`config.mk`:
```
export PLATFORM = sky130hd
export DESIGN_NAME = output_if_and_powerdown_regs
export DESIGN_NICKNAME = d
export VERILOG_FILES = /design/src/hdl/output_if_pkg.sv /design/src/hdl/cfg_serial_port.sv /design/src/hdl/fuse_loader.sv /design/src/hdl/output_if_and_powerdown_regs.sv
export VERILOG_INCLUDE_DIRS = /design/src /design/src/hdl
export SDC_FILE = /design/constraint.sdc
export NUM_CORES = 1
export LEC_CHECK = 0
export BUFFER_PORTS_ARGS = -buffer_cell sky130_fd_sc_hd__buf_2
export CAP_MARGIN = 20
export CORE_MARGIN = 3
export CORE_UTILIZATION = 55
export CTS_BUF_LIST = sky130_fd_sc_hd__clkbuf_2 sky130_fd_sc_hd__clkbuf_4 sky130_fd_sc_hd__clkbuf_8
export DETAILED_ROUTE_END_ITERATION = 8
export PLACE_DENSITY = 0.78
export SKIP_CTS_REPAIR_TIMING = 1
export SLEW_MARGIN = 5
export SYNTH_ARGS = -nofsm -noshare
export SYNTH_HDL_FRONTEND = slang
export SYNTH_SLANG_ARGS = --single-unit
export TNS_END_PERCENT = 20
```
`constraint.sdc`:
```
create_clock -name clk_sys -period 3 [get_ports clk_sys]
set_input_delay 0.6 -clock clk_sys [delete_from_list [all_inputs] [get_ports clk_sys]]
set_output_delay 0.6 -clock clk_sys [all_outputs]
set_load 0.01 [all_outputs]
```
`src/hdl/output_if_cfg.svh`:
```
/*
 Constants of the output interface and power-down register group: register
 offsets, field positions, reset values and timing counts.
 Assumes inclusion by bare name from every design file that needs them.
*/
// Function
// (RQ1) Mapper bits 7:5 code 001 two-lane 18/14, 010 two-lane 20/16, 011 one-lane, 100 half-lane.
// (RQ2) A written mapper value takes effect only when the fuse load command is issued.
// (RQ3) Host writes the interface register and fuse load first; the load drops prior writes.
// (RQ4) After the initial reset the default variant loads from fuses with no host action.
// (RQ5) Mapper and lane-select fields read 000 until written, although a fuse default is in force.
// (RQ6) The lane select field codes 011 two-lane, 100 one-lane and 101 half-lane.
// (RQ7) Lane select replaces the default mode only while the override enable in bit 3 is set.
// (RQ8) On a mode change the host rewrites the buffer disable and related clock registers.
// (RQ9) Power bit 5 switches the sampling clock buffer off when 1.
// (RQ10) Power bit 4 switches the reference gain amplifier off when 1.
// (RQ11) Power bit 2 switches channel A off when 1.
// (RQ12) Power bit 1 switches channel B off when 1.
// (RQ13) Power bit 0 enters whole-chip sleep, where only blocks the mask does not exempt go off; the code turns bandgap off only when mask bit 1 is set.
// (RQ14) Each of the 24 buffer disable bits in three registers turns one buffer off when 1.
// (RQ15) Host writes zero to interface bit 4 and to power bits 7, 6 and 3.
`ifndef OUTPUT_IF_CFG_SVH
`define OUTPUT_IF_CFG_SVH

`define ADDR_SOFT_RESET  7'h00
`define ADDR_IF_CFG      7'h07
`define ADDR_PWR         7'h08
`define ADDR_OBD0        7'h0A
`define ADDR_OBD1        7'h0B
`define ADDR_OBD2        7'h0C
`define ADDR_FUSE_CMD    7'h13

`define IF_MAPPER_MSB    7
`define IF_MAPPER_LSB    5
`define IF_OVR_EN_BIT    3
`define IF_SEL_MSB       2
`define IF_SEL_LSB       0

`define PWR_CLKBUF_BIT   5
`define PWR_REFAMP_BIT   4
`define PWR_CHA_BIT      2
`define PWR_CHB_BIT      1
`define PWR_GLOBAL_BIT   0

`define MASK_CLKBUF_BIT  3
`define MASK_REFAMP_BIT  2
`define MASK_BG_BIT      1

`define REG_RESET        8'h00
`define FUSE_LOAD_CYCLES 16
`define FUSE_MAPPER_DEF  3'h2
`define FUSE_MODE_DEF    3'h3

`define FRAME_BITS       5'h10
`define ADDR_PHASE_BITS  5'h08

`endif

```
`src/hdl/output_if_pkg.sv`:
```
/*
 Types of the output interface and power-down register group.
 Assumes nothing of its surroundings.
*/
`default_nettype none
package output_if_pkg;
   typedef enum logic [2:0] {
      LANE_TWO  = 3'h3,
      LANE_ONE  = 3'h4,
      LANE_HALF = 3'h5
   } lane_mode_e;
   typedef enum logic [2:0] {
      MAP_TWO_18_14 = 3'h1,
      MAP_TWO_20_16 = 3'h2,
      MAP_ONE       = 3'h3,
      MAP_HALF      = 3'h4
   } mapper_e;
   typedef enum logic [0:0] {
      FUSE_IDLE = 1'b0,
      FUSE_LOAD = 1'b1
   } fuse_state_e;
endpackage
`default_nettype wire

```
`src/hdl/cfg_serial_port.sv`:
```
/*
 Serial configuration port: 16-bit frames, read flag, 7-bit address, 8 data
 bits, most significant first; sampled on rising serial clock.
 Assumes the serial pins are synchronous to clk_sys and far slower than it.
*/
`include "output_if_cfg.svh"
`default_nettype none
module cfg_serial_port
   import output_if_pkg::*;
(
   // Clock and reset
   input  wire logic       clk_sys,
   input  wire logic       rst,
   // Serial pins
   input  wire logic       sen_n,
   input  wire logic       sclk,
   input  wire logic       sdi,
   output logic            sdo,
   output logic            sdo_oe,
   // Register access
   output logic [6:0]      addr,
   output logic [7:0]      wdata,
   output logic            wr_stb,
   input  wire logic [7:0] rdata
);
   logic        sclk_q, sclk_d;
   logic [4:0]  cnt_q, cnt_d;
   logic [15:0] sh_q, sh_d;
   logic [7:0]  out_q, out_d;
   logic        sdo_q, sdo_d;
   logic        oe_q, oe_d;
   logic        wr_q, wr_d;

   always_comb begin
      sclk_d = sclk;
      cnt_d  = cnt_q;
      sh_d   = sh_q;
      out_d  = out_q;
      sdo_d  = sdo_q;
      oe_d   = oe_q;
      wr_d   = 1'b0;
      if (sen_n) begin
         cnt_d = 5'h00;
         oe_d  = 1'b0;
      end else if (sclk && !sclk_q && cnt_q != `FRAME_BITS) begin
         sh_d  = {sh_q[14:0], sdi};
         cnt_d = cnt_q + 5'h01;
         wr_d  = (cnt_q == `FRAME_BITS - 5'h01) && !sh_q[14];
      end else if (!sclk && sclk_q && sh_q[7] && cnt_q == `ADDR_PHASE_BITS) begin
         out_d = rdata;
         sdo_d = rdata[7];
         oe_d  = 1'b1;
      end else if (!sclk && sclk_q && oe_q) begin
         out_d = {out_q[6:0], 1'b0};
         sdo_d = out_q[6];
      end
   end

   always_ff @(posedge clk_sys or posedge rst) begin
      if (rst) begin
         sclk_q <= 1'b0;
         cnt_q  <= 5'h00;
         sh_q   <= 16'h0000;
         out_q  <= 8'h00;
         sdo_q  <= 1'b0;
         oe_q   <= 1'b0;
         wr_q   <= 1'b0;
      end else begin
         sclk_q <= sclk_d;
         cnt_q  <= cnt_d;
         sh_q   <= sh_d;
         out_q  <= out_d;
         sdo_q  <= sdo_d;
         oe_q   <= oe_d;
         wr_q   <= wr_d;
      end
   end

   assign addr   = wr_q ? sh_q[14:8] : sh_q[6:0];
   assign wdata  = sh_q[7:0];
   assign wr_stb = wr_q;
   assign sdo    = sdo_q;
   assign sdo_oe = oe_q;
endmodule
`default_nettype wire

```
`src/hdl/fuse_loader.sv`:
```
/*
 Fuse load sequencer: runs once on its own after reset and again on each
 start pulse seen while idle; busy while loading, done for one cycle at the end.
 Assumes start is a one-cycle pulse.
*/
`include "output_if_cfg.svh"
`default_nettype none
module fuse_loader
   import output_if_pkg::*;
#(
   parameter int unsigned LOAD_CYCLES = `FUSE_LOAD_CYCLES
) (
   // Clock and reset
   input  wire logic clk_sys,
   input  wire logic rst,
   // Control
   input  wire logic start,
   output logic      busy,
   output logic      done
);
   fuse_state_e state_q, state_d;
   logic [7:0]  cnt_q, cnt_d;
   logic        done_q, done_d;

   always_comb begin
      state_d = state_q;
      cnt_d   = cnt_q;
      done_d  = 1'b0;
      case (state_q)
         FUSE_IDLE: begin
            if (start) begin
               state_d = FUSE_LOAD;
               cnt_d   = 8'h00;
            end
         end
         FUSE_LOAD: begin
            if (cnt_q == 8'(LOAD_CYCLES - 1)) begin
               state_d = FUSE_IDLE;
               done_d  = 1'b1;
            end else begin
               cnt_d = cnt_q + 8'h01;
            end
         end
         default: state_d = FUSE_IDLE;
      endcase
   end

   // Reset lands in the load state so the default variant loads unasked
   always_ff @(posedge clk_sys or posedge rst) begin
      if (rst) begin
         state_q <= FUSE_LOAD; // RQ4
         cnt_q   <= 8'h00;
         done_q  <= 1'b0;
      end else begin
         state_q <= state_d;
         cnt_q   <= cnt_d;
         done_q  <= done_d;
      end
   end

   assign busy = (state_q == FUSE_LOAD);
   assign done = done_q;
endmodule
`default_nettype wire

```
`src/hdl/output_if_and_powerdown_regs.sv`:
```
/*
 Output interface and power-down register group of a dual-channel converter,
 reached over the serial configuration port. Holds the interface, power and
 buffer disable registers, plus the soft reset and fuse load command bits.
 Assumes the global power-down mask arrives on pdn_mask from its own register.
*/
`include "output_if_cfg.svh"
`default_nettype none
module output_if_and_powerdown_regs
   import output_if_pkg::*;
#(
   parameter int unsigned LOAD_CYCLES = `FUSE_LOAD_CYCLES,
   parameter logic [2:0]  FUSE_MAPPER = `FUSE_MAPPER_DEF,
   parameter logic [2:0]  FUSE_MODE   = `FUSE_MODE_DEF
) (
   // Clock and reset
   input  wire logic        clk_sys,
   input  wire logic        rst,
   // Serial configuration pins
   input  wire logic        sen_n,
   input  wire logic        sclk,
   input  wire logic        sdi,
   output logic             sdo,
   output logic             sdo_oe,
   // Global power-down mask
   input  wire logic [3:0]  pdn_mask,
   // Active interface settings
   output logic [2:0]       lane_bit_mapper,
   output logic [2:0]       lane_mode,
   output logic             fuse_busy,
   // Power-down controls
   output logic             sample_clock_buffer_off,
   output logic             reference_amp_off,
   output logic             channel_a_off,
   output logic             channel_b_off,
   output logic             whole_chip_sleep,
   output logic             bandgap_off,
   output logic [23:0]      output_buffer_disable_bits
);
   logic [6:0]  addr;
   logic [7:0]  wdata;
   logic        wr_stb;
   logic [7:0]  rdata;
   logic        sdo_w, sdo_oe_w;
   logic        load_busy, load_done;

   logic [7:0]  if_cfg_q, if_cfg_d;
   logic [7:0]  pwr_q, pwr_d;
   logic        written_q, written_d;
   logic        fuse_start_q, fuse_start_d;
   logic        soft_rst_q, soft_rst_d;
   logic        cfg_clear;
   logic [7:0]  obd_q [3];
   logic [7:0]  obd_d [3];

   logic [2:0]  mapper_q, mapper_d;
   logic [2:0]  mode_q, mode_d;
   logic        busy_q;
   logic        clkbuf_q, clkbuf_d;
   logic        refamp_q, refamp_d;
   logic        cha_q, cha_d;
   logic        chb_q, chb_d;
   logic        sleep_q, sleep_d;
   logic        bg_q, bg_d;
   logic        sdo_q, sdo_oe_q;
   logic [2:0]  map_field;
   logic [2:0]  sel_field;
   logic        map_ok, sel_ok;

   cfg_serial_port u_port (
      .clk_sys (clk_sys),
      .rst     (rst),
      .sen_n   (sen_n),
      .sclk    (sclk),
      .sdi     (sdi),
      .sdo     (sdo_w),
      .sdo_oe  (sdo_oe_w),
      .addr    (addr),
      .wdata   (wdata),
      .wr_stb  (wr_stb),
      .rdata   (rdata)
   );

   fuse_loader #(
      .LOAD_CYCLES (LOAD_CYCLES)
   ) u_fuse (
      .clk_sys (clk_sys),
      .rst     (rst),
      .start   (fuse_start_q),
      .busy    (load_busy),
      .done    (load_done)
   );

   // Soft reset or fuse load wipes the earlier buffer disable writes
   assign cfg_clear = soft_rst_q | fuse_start_q; // RQ3

   always_comb begin
      if_cfg_d     = if_cfg_q;
      pwr_d        = pwr_q;
      written_d    = written_q;
      fuse_start_d = 1'b0;
      soft_rst_d   = 1'b0;
      if (soft_rst_q) begin
         if_cfg_d     = `REG_RESET;
         pwr_d        = `REG_RESET;
         written_d    = 1'b0;
         fuse_start_d = 1'b1;
      end else begin
         if (fuse_start_q) begin
            pwr_d = `REG_RESET;
         end
         if (wr_stb) begin
            case (addr)
               `ADDR_IF_CFG: begin
                  if_cfg_d  = wdata;
                  written_d = 1'b1; // RQ5
               end
               `ADDR_PWR:        pwr_d        = wdata;
               `ADDR_SOFT_RESET: soft_rst_d   = wdata[0];
               `ADDR_FUSE_CMD:   fuse_start_d = wdata[0]; // RQ2
               default: ;
            endcase
         end
      end
   end

   always_ff @(posedge clk_sys or posedge rst) begin
      if (rst) begin
         if_cfg_q     <= `REG_RESET;
         pwr_q        <= `REG_RESET;
         written_q    <= 1'b0;
         fuse_start_q <= 1'b0;
         soft_rst_q   <= 1'b0;
      end else begin
         if_cfg_q     <= if_cfg_d;
         pwr_q        <= pwr_d;
         written_q    <= written_d;
         fuse_start_q <= fuse_start_d;
         soft_rst_q   <= soft_rst_d;
      end
   end

   // One buffer disable register per byte of the 24-bit field
   for (genvar i = 0; i < 3; i++) begin : g_obd
      always_comb begin
         obd_d[i] = obd_q[i];
         if (cfg_clear) begin
            obd_d[i] = `REG_RESET;
         end
         if (wr_stb && addr == 7'(`ADDR_OBD0 + i)) begin
            obd_d[i] = wdata; // RQ14
         end
      end
      always_ff @(posedge clk_sys or posedge rst) begin
         if (rst) begin
            obd_q[i] <= `REG_RESET;
         end else begin
            obd_q[i] <= obd_d[i];
         end
      end
   end

   assign map_field = if_cfg_q[`IF_MAPPER_MSB:`IF_MAPPER_LSB];
   assign sel_field = if_cfg_q[`IF_SEL_MSB:`IF_SEL_LSB];
   assign map_ok    = map_field inside {MAP_TWO_18_14, MAP_TWO_20_16, MAP_ONE, MAP_HALF}; // RQ1
   assign sel_ok    = sel_field inside {LANE_TWO, LANE_ONE, LANE_HALF}; // RQ6

   // Unused codes fall back to the fuse defaults
   always_comb begin
      mapper_d = mapper_q;
      if (load_done) begin
         mapper_d = (written_q && map_ok) ? map_field : FUSE_MAPPER; // RQ2
      end
      mode_d = (if_cfg_q[`IF_OVR_EN_BIT] && sel_ok) ? sel_field : FUSE_MODE; // RQ7
      sleep_d  = pwr_q[`PWR_GLOBAL_BIT]; // RQ13
      clkbuf_d = pwr_q[`PWR_CLKBUF_BIT] | (sleep_d & ~pdn_mask[`MASK_CLKBUF_BIT]); // RQ9
      refamp_d = pwr_q[`PWR_REFAMP_BIT] | (sleep_d & ~pdn_mask[`MASK_REFAMP_BIT]); // RQ10
      cha_d    = pwr_q[`PWR_CHA_BIT] | sleep_d; // RQ11
      chb_d    = pwr_q[`PWR_CHB_BIT] | sleep_d; // RQ12
      bg_d     = sleep_d & pdn_mask[`MASK_BG_BIT];
   end

   always_ff @(posedge clk_sys or posedge rst) begin
      if (rst) begin
         mapper_q <= FUSE_MAPPER;
         mode_q   <= FUSE_MODE;
         busy_q   <= 1'b1;
         clkbuf_q <= 1'b0;
         refamp_q <= 1'b0;
         cha_q    <= 1'b0;
         chb_q    <= 1'b0;
         sleep_q  <= 1'b0;
         bg_q     <= 1'b0;
         sdo_q    <= 1'b0;
         sdo_oe_q <= 1'b0;
      end else begin
         mapper_q <= mapper_d;
         mode_q   <= mode_d;
         busy_q   <= load_busy;
         clkbuf_q <= clkbuf_d;
         refamp_q <= refamp_d;
         cha_q    <= cha_d;
         chb_q    <= chb_d;
         sleep_q  <= sleep_d;
         bg_q     <= bg_d;
         sdo_q    <= sdo_w;
         sdo_oe_q <= sdo_oe_w;
      end
   end

   // Read-back shows the stored fields, not the fuse defaults in force
   always_comb begin
      case (addr)
         `ADDR_IF_CFG:   rdata = if_cfg_q; // RQ5
         `ADDR_PWR:      rdata = pwr_q;
         `ADDR_OBD0:     rdata = obd_q[0];
         `ADDR_OBD1:     rdata = obd_q[1];
         `ADDR_OBD2:     rdata = obd_q[2];
         `ADDR_FUSE_CMD: rdata = {7'h00, load_busy};
         default:        rdata = 8'h00;
      endcase
   end

   assign sdo                        = sdo_q;
   assign sdo_oe                     = sdo_oe_q;
   assign lane_bit_mapper            = mapper_q;
   assign lane_mode                  = mode_q;
   assign fuse_busy                  = busy_q;
   assign sample_clock_buffer_off    = clkbuf_q;
   assign reference_amp_off          = refamp_q;
   assign channel_a_off              = cha_q;
   assign channel_b_off              = chb_q;
   assign whole_chip_sleep           = sleep_q;
   assign bandgap_off                = bg_q;
   assign output_buffer_disable_bits = {obd_q[2], obd_q[1], obd_q[0]};
endmodule
`default_nettype wire

```
==> flow_metrics.py, run 1 <==
metrics = {
    "pwr": {
        "part_of_the_total_power_dissipated_in_combinational_logic": 0.134,
        "power.sequential.fraction": 0.551,
        "power.net_switching_w": 0.000842,
        "p_leak_nw": 2.57,
        "internal_power_w": 0.00198,
        "clockPowerShare": 0.315,
        "p_sw_frac": 0.299,
        "maximum_resistive_drop_on_vdd_v": 0.000300,
        "power.density_nw_per_um2": 533,
    },
    "drt": {
        "final_antenna_net_count": 0,
        "detailroute.via_count": 3865,
        "dr.first_iter.drc_count": 268,
        "drt-pass1-iter-count": 5,
        "finalWirelength_um": 11900,
        "vias_per_cell": 6.21,
        "routedWlPerCell_um": 19.1,
        "post-route-drc-count": 0,
    },
    "timing": {
        "finish_stage_setup_viols": 0,
        "fmaxAchievable_mhz": 384,
        "period_share": 0.869,
        "fin_setup_tns_ns": 0,
        "clock_skew_ns": 0.0107,
        "final-hold-violation-count": 0,
        "drv_slew": 0,
        "tightest_slew_ns": 0.708,
        "timing.final.crit_period_ns": 2.61,
        "unrepaired_setup_endpoints_after_global_routing": "false",
        "maxSlewHeadroom": 0.528,
    },
    "grt": {
        "first_global_vias": 3818,
        "grt_max_degree": 42,
        "grt-ovfl-total": 0,
        "grt_pass1_wl_um": 19500,
        "global_routing_usage_summed_across_all_routing_layers": 0.255,
        "antenna_found_initial": 0,
    },
    "logic_synthesis": {
        "synth_top_area_share": 0.500,
        "synth.avg_cell_area_um2": 10.0,
        "synth_cells": 470,
        "ys_top_cells_by_area": "dfrtp_1 50%, nor2_1 3.8%, nand2_1 3.5%, o21ai_1 3.0%, dfstp_2 2.8%",
        "synth_common_cells": "94 x dfrtp_1, 48 x nor2_1, 44 x nand2_1",
        "yosys_warnings": 0,
        "synth.ff_latch_count": 99,
        "mappedNetlistNets": 483,
        "synthFlopType": "dfrtp_1",
        "syn_area_um2": 4710,
        "synth.yosys.seq_area_share": 0.528,
        "post-synth-top-count-cell": "dfrtp_1",
        "yosys_top_cell_by_area": "dfrtp_1",
        "yosys.cell_types.count": 62,
        "synth_enable_flop_cells": 0,
        "synth-async-reset-ratio": 1.00,
    },
    "floorplan": {
        "floorplan.die_area_um2": 9700,
        "chipWidth_um": 98.5,
        "cell_row_count": 33,
        "pin_count": 48,
        "floorplan_core_area_um2": 8260,
        "start_util": 0.570,
        "die_h_um": 98.5,
    },
    "clocking": {
        "numClockSinks": 99,
        "root_buffer": "clkbuf_8",
        "cts_buffers": 9,
        "h-tree-depth": 3,
        "worst_path_clk_slew_ns": 0.10,
        "worst_skew_pair.late_latency_ns": 0.38,
        "cts.path.max_buffers": 2,
        "cts_tree": "yes",
    },
    "placed_design": {
        "placement.cell_area_um2": 5090,
        "port_buffers": 46,
        "place.gp.congestion": 0.909,
        "post-place-cells": 606,
        "hpwlAfterDp_um": 8440,
    },
    "layout": {
        "final-instance-count-excl-fill": 622,
        "multiInputGateArea_um2": 2020,
        "post-route-util": 0.641,
        "drive_gt1_frac": 0.188,
        "ant_cells": 0,
        "ff_latch_area_um2": 2480,
        "flow.area_growth_from_synthesis_pct": 12.5,
        "n_fill_cell": 682,
        "post-route-cell-area_um2": 5290,
        "finalNetCount": 525,
    },
    "setup_path": {
        "critical_path.slowest_cell": "or4b_1",
        "r2r-start": "u_port.sh_q[12]$_DFFE_PP0N_",
        "r2r_end": "u_port.sdo$_DFFE_PP0P_",
        "cell_chain_critical_path": "or4b_1, o2bb2a_1, and2_1, a21oi_1, a221oi_2",
        "cpPeakStageDelay_ns": 0.61,
        "critPathLaunchType": "flop",
        "timing.critical_path.required_ns": 3.28,
        "timing.reg2reg.worst_path_depth": 5,
        "r2r_slack_ns": 0.39,
        "critPathKind": "flop to flop",
        "worstPathArrival_ns": 2.89,
        "endpoint_kind": "flop",
        "crit_fanout": 11,
    },
    "worst_hold_path": {
        "hold_crit_path_type": "input pin to asynchronous set/reset pin",
    },
    "job": {
        "maxCapViolCount": 0,
    },
    "outcome": {
        "run_status": "completed",
    },
}
power by group through the flow:
stage	clock, W	sequential (W)	combinational [W]
floorplan	0	0.00150	0.000293
global placement	0	0.00157	0.000361
detailed placement	0	0.00157	0.000371
CTS	0.000903	0.00155	0.000374
global route	0.000957	0.00157	0.000408
finish	0.000889	0.00155	0.000377
cell usage in the layout (no fill, tap or decap), drive strengths merged, types with 3 or more instances in the layout:
cell      synthesis  layout
nand3            22      22
inv              20      19
or3               4       4
o21ai            45      45
xor2              5       5
and2              3       3
clkinvlp          0       3
a211oi            6       6
and3              8       8
or2               4       4
ha                4       4
nor3              4       4
nand4             3       3
nor3b             5       5
clkbuf           26      11
nand2            45      45
nand4bb           3       3
nor2b            10      10
o32ai             3       3
or3b              4       4
dfrtp            94      94
mux2              8       8
and3b             3       3
mux2i             9       9
xnor2             6       6
a32o              7       7
a22oi             4       4
a222oi            3       3
nand3b            6       6
dfstp             5       5
buf               4      61
a21oi            18      18
nor2             48      48
a221oi            5       5
worst max-delay path by stage:
stage / end / start / slack [ns]
3_3_place_gp: u_port.out_q[1]$_DFFE_PP0P_ / u_port.wr_stb$_DFF_PP0_ / 0.54
2_1_floorplan: u_port.sh_q[11]$_DFFE_PP0N_ / u_port.cnt_q[0]$_DFFE_PP0P_ / 0.52
3_5_place_dp: u_port.sdo$_DFFE_PP0P_ / u_port.sh_q[12]$_DFFE_PP0N_ / 0.49
5_1_grt: u_port.sdo$_DFFE_PP0P_ / u_port.sh_q[12]$_DFFE_PP0N_ / 0.28
6_report: u_port.sdo$_DFFE_PP0P_ / u_port.sh_q[12]$_DFFE_PP0N_ / 0.39
4_1_cts: u_port.sdo$_DFFE_PP0P_ / u_port.sh_q[12]$_DFFE_PP0N_ / 0.45
critical path: cells and delay by family, from the launching register on:
| family | cells | cell delay, ns |
|---|---|---|
| AO/OA/AOI/OAI | 3 | 1.00 |
| flip-flops | 1 | 0.48 |
| AND/OR/NAND/NOR | 2 | 1.03 |
cell families (layout without fill, tap and decap cells):
logic type / after synthesis / after routing / synth area share
multiplexers: 17 / 17 / 0.0383
flip-flops: 99 / 99 / 0.528
XOR/XNOR: 11 / 11 / 0.0205
AO/OA/AOI/OAI: 107 / 107 / 0.159
adder cells (fa/ha/maj): 4 / 4 / 0.0106
AND/OR/NAND/NOR: 182 / 182 / 0.202
buffers and inverters: 50 / 97 / 0.0423
layout make-up:
class | instances | area share
multi-input combinational | 321 | 0.382
sequential | 99 | 0.469
tap | 105 | 0.0248
clock inverter | 5 | 0.0118
timing repair buffer | 61 | 0.0695
inverter | 20 | 0.0149
clock buffer | 11 | 0.0274
sequential cells by signal (all words and copies together) (netlist names), 3 cells and up:
register	cells
u_port.sh_q	15
u_fuse.cnt_q	8
u_port.out_q	7
lane_mode	3
lane_bit_mapper	3
u_port.cnt_q	5
if_cfg_q	8
pwr_q	8
output_buffer_disable_bits	24
layer usage:
metal  vias to the layer above  share of wire  track usage
met3                        31          0.062       0.0545
li1                       1761              -            -
met1                      1912           0.42        0.345
met2                       161           0.48        0.400
met4                         0          0.034        0.106
met5                         -              0            0
stage by stage:
step	power, W	hold WS [ns]	worst slack (ns)
floorplan	0.00179	0.354	0.525
global placement	0.00193	0.375	0.541
detailed placement	0.00194	0.379	0.491
CTS	0.00282	0.309	0.447
global route	0.00293	0.345	0.278
finish	0.00282	0.299	0.393
Power figures use the tool's default switching activity.
==> run 2: changes to the inputs <==
Settings changed: PLACE_DENSITY 0.78 to 0.75, TNS_END_PERCENT 20 to 100.
==> flow_metrics.py, run 2 (synthesis gave the netlist of run 1 again) <==
metrics = {
    "outcome": {
        "run_status": "completed",
    },
    "setup_path": {
        "worstPathArrival_ns": 2.92,
        "timing.critical_path.required_ns": 3.27,
        "timing.reg2reg.worst_path_depth": 5,
        "crit_fanout": 15,
        "critPathKind": "flop to flop",
        "critPathLaunchType": "flop",
        "r2r_slack_ns": 0.35,
        "endpoint_kind": "flop",
    },
    "timing": {
        "unrepaired_setup_endpoints_after_global_routing": "false",
        "fin_setup_tns_ns": 0,
        "finish_stage_setup_viols": 0,
        "fin_ws_ns": 0.349,
        "final-hold-violation-count": 0,
        "period_share": 0.884,
        "clock_skew_ns": 0.0121,
        "tightest_slew_ns": 0.692,
        "timing.final.crit_period_ns": 2.65,
        "fmaxAchievable_mhz": 377,
        "drv_slew": 0,
        "maxSlewHeadroom": 0.539,
    },
    "pwr": {
        "internal_power_w": 0.00200,
        "power.net_switching_w": 0.000811,
        "power.density_nw_per_um2": 534,
        "clockPowerShare": 0.322,
        "part_of_the_total_power_dissipated_in_combinational_logic": 0.122,
        "maximum_resistive_drop_on_vdd_v": 0.000360,
        "p_leak_nw": 2.56,
        "p_sw_frac": 0.289,
        "power.sequential.fraction": 0.556,
        "power.total_w": 0.00281,
    },
    "floorplan": {
        "floorplan.die_area_um2": 9700,
        "cell_row_count": 33,
        "floorplan_core_area_um2": 8260,
        "chipWidth_um": 98.5,
        "die_h_um": 98.5,
        "start_util": 0.570,
        "pin_count": 48,
    },
    "drt": {
        "final_antenna_net_count": 0,
        "detailroute.via_count": 3738,
        "finalWirelength_um": 11500,
        "routedWlPerCell_um": 18.5,
        "vias_per_cell": 6.04,
        "dr.first_iter.drc_count": 284,
        "drt-pass1-iter-count": 5,
        "post-route-drc-count": 0,
    },
    "worst_hold_path": {
        "hold_depth": 1,
        "hold_crit_path_type": "input pin to flop",
    },
    "clocking": {
        "root_buffer": "clkbuf_8",
        "cts_tree": "yes",
        "cts.path.max_buffers": 2,
        "h-tree-depth": 3,
        "worst_skew_pair.late_latency_ns": 0.36,
        "worst_path_clk_slew_ns": 0.09,
        "cts_buffers": 9,
        "numClockSinks": 99,
    },
    "placed_design": {
        "port_buffers": 46,
        "placement.cell_area_um2": 5050,
        "hpwlAfterDp_um": 7990,
        "pre_cts_slack_ns": 0.430,
        "place.gp.congestion": 0.965,
    },
    "grt": {
        "global_routing_usage_summed_across_all_routing_layers": 0.249,
        "antenna_found_initial": 0,
        "first_global_vias": 3667,
        "grt_pass1_wl_um": 19100,
        "grt-ovfl-total": 0,
        "grt_max_degree": 100,
    },
    "layout": {
        "post-route-cell-area_um2": 5260,
        "layout_common_cells": "94 x dfrtp_1, 48 x nor2_1, 46 x buf_2",
        "ant_cells": 0,
        "flow.area_growth_from_synthesis_pct": 11.8,
        "finalNetCount": 522,
        "drive_gt1_frac": 0.183,
        "most_common_library_cell_in_the_layout_ignoring_fill_and_taps": "dfrtp_1",
        "largest_reg_flops": 24,
    },
    "job": {
        "maxCapViolCount": 0,
    },
}
run 2: final cells by class:
type,count,area [µm²]
Inverter,20,78.8
Multi-Input combinational cell,321,2020
Clock buffer,13,166
Fill cell,712,2990
Clock inverter,3,46.3
Timing Repair Buffer,58,333
Sequential cell,99,2480
Tap cell,105,131
run 2: worst paths after layout:
kind	start	to
worst max-delay path	u_port.wr_stb$_DFF_PP0_	u_port.out_q[2]$_DFFE_PP0P_
worst min-delay path	sclk	u_port.sclk_q$_DFF_PP0_
worst max register to register	u_port.wr_stb$_DFF_PP0_	u_port.out_q[2]$_DFFE_PP0P_
worst min register to register	u_port.sdo$_DFFE_PP0P_	sdo$_DFF_PP0_
max in group asynchronous	rst	u_port.sh_q[14]$_DFFE_PP0N_
min in group asynchronous	rst	u_port.sh_q[10]$_DFFE_PP0N_
run 2: critical path, cell delays in order (launching register included):
cell and delay (ns):
dfrtp_1 0.66, or4b_1 0.55, o2bb2a_1 0.56, and2_1 0.42, a21oi_1 0.14, a221oi_2 0.24
run 2: per-layer routing:
layer	up-vias	wire length [µm]	global-route usage	share of wire
met5	-	0	0	0
met4	0	331	0.108	0.029
met3	20	817	0.0467	0.071
met2	141	5430	0.386	0.47
met1	1825	4880	0.343	0.43
li1	1752	-	-	-
run 2: through the flow:
| step | util | cells | hold slack, ns |
|---|---|---|---|
| floorplan | - | 470 | 0.354 |
| detailed placement | 0.612 | 603 | 0.369 |
| global placement | 0.612 | 603 | 0.369 |
| CTS | 0.637 | 619 | 0.363 |
| finish | 0.637 | 619 | 0.364 |
| global route | 0.637 | 619 | 0.365 |
run 2: power by group through the flow:
| stage | registers, W | logic (W) | clock network [W] |
|---|---|---|---|
| floorplan | 0.00150 | 0.000293 | 0 |
| global placement | 0.00158 | 0.000333 | 0 |
| detailed placement | 0.00158 | 0.000341 | 0 |
| CTS | 0.00155 | 0.000343 | 0.000918 |
| global route | 0.00158 | 0.000380 | 0.000976 |
| finish | 0.00156 | 0.000344 | 0.000905 |
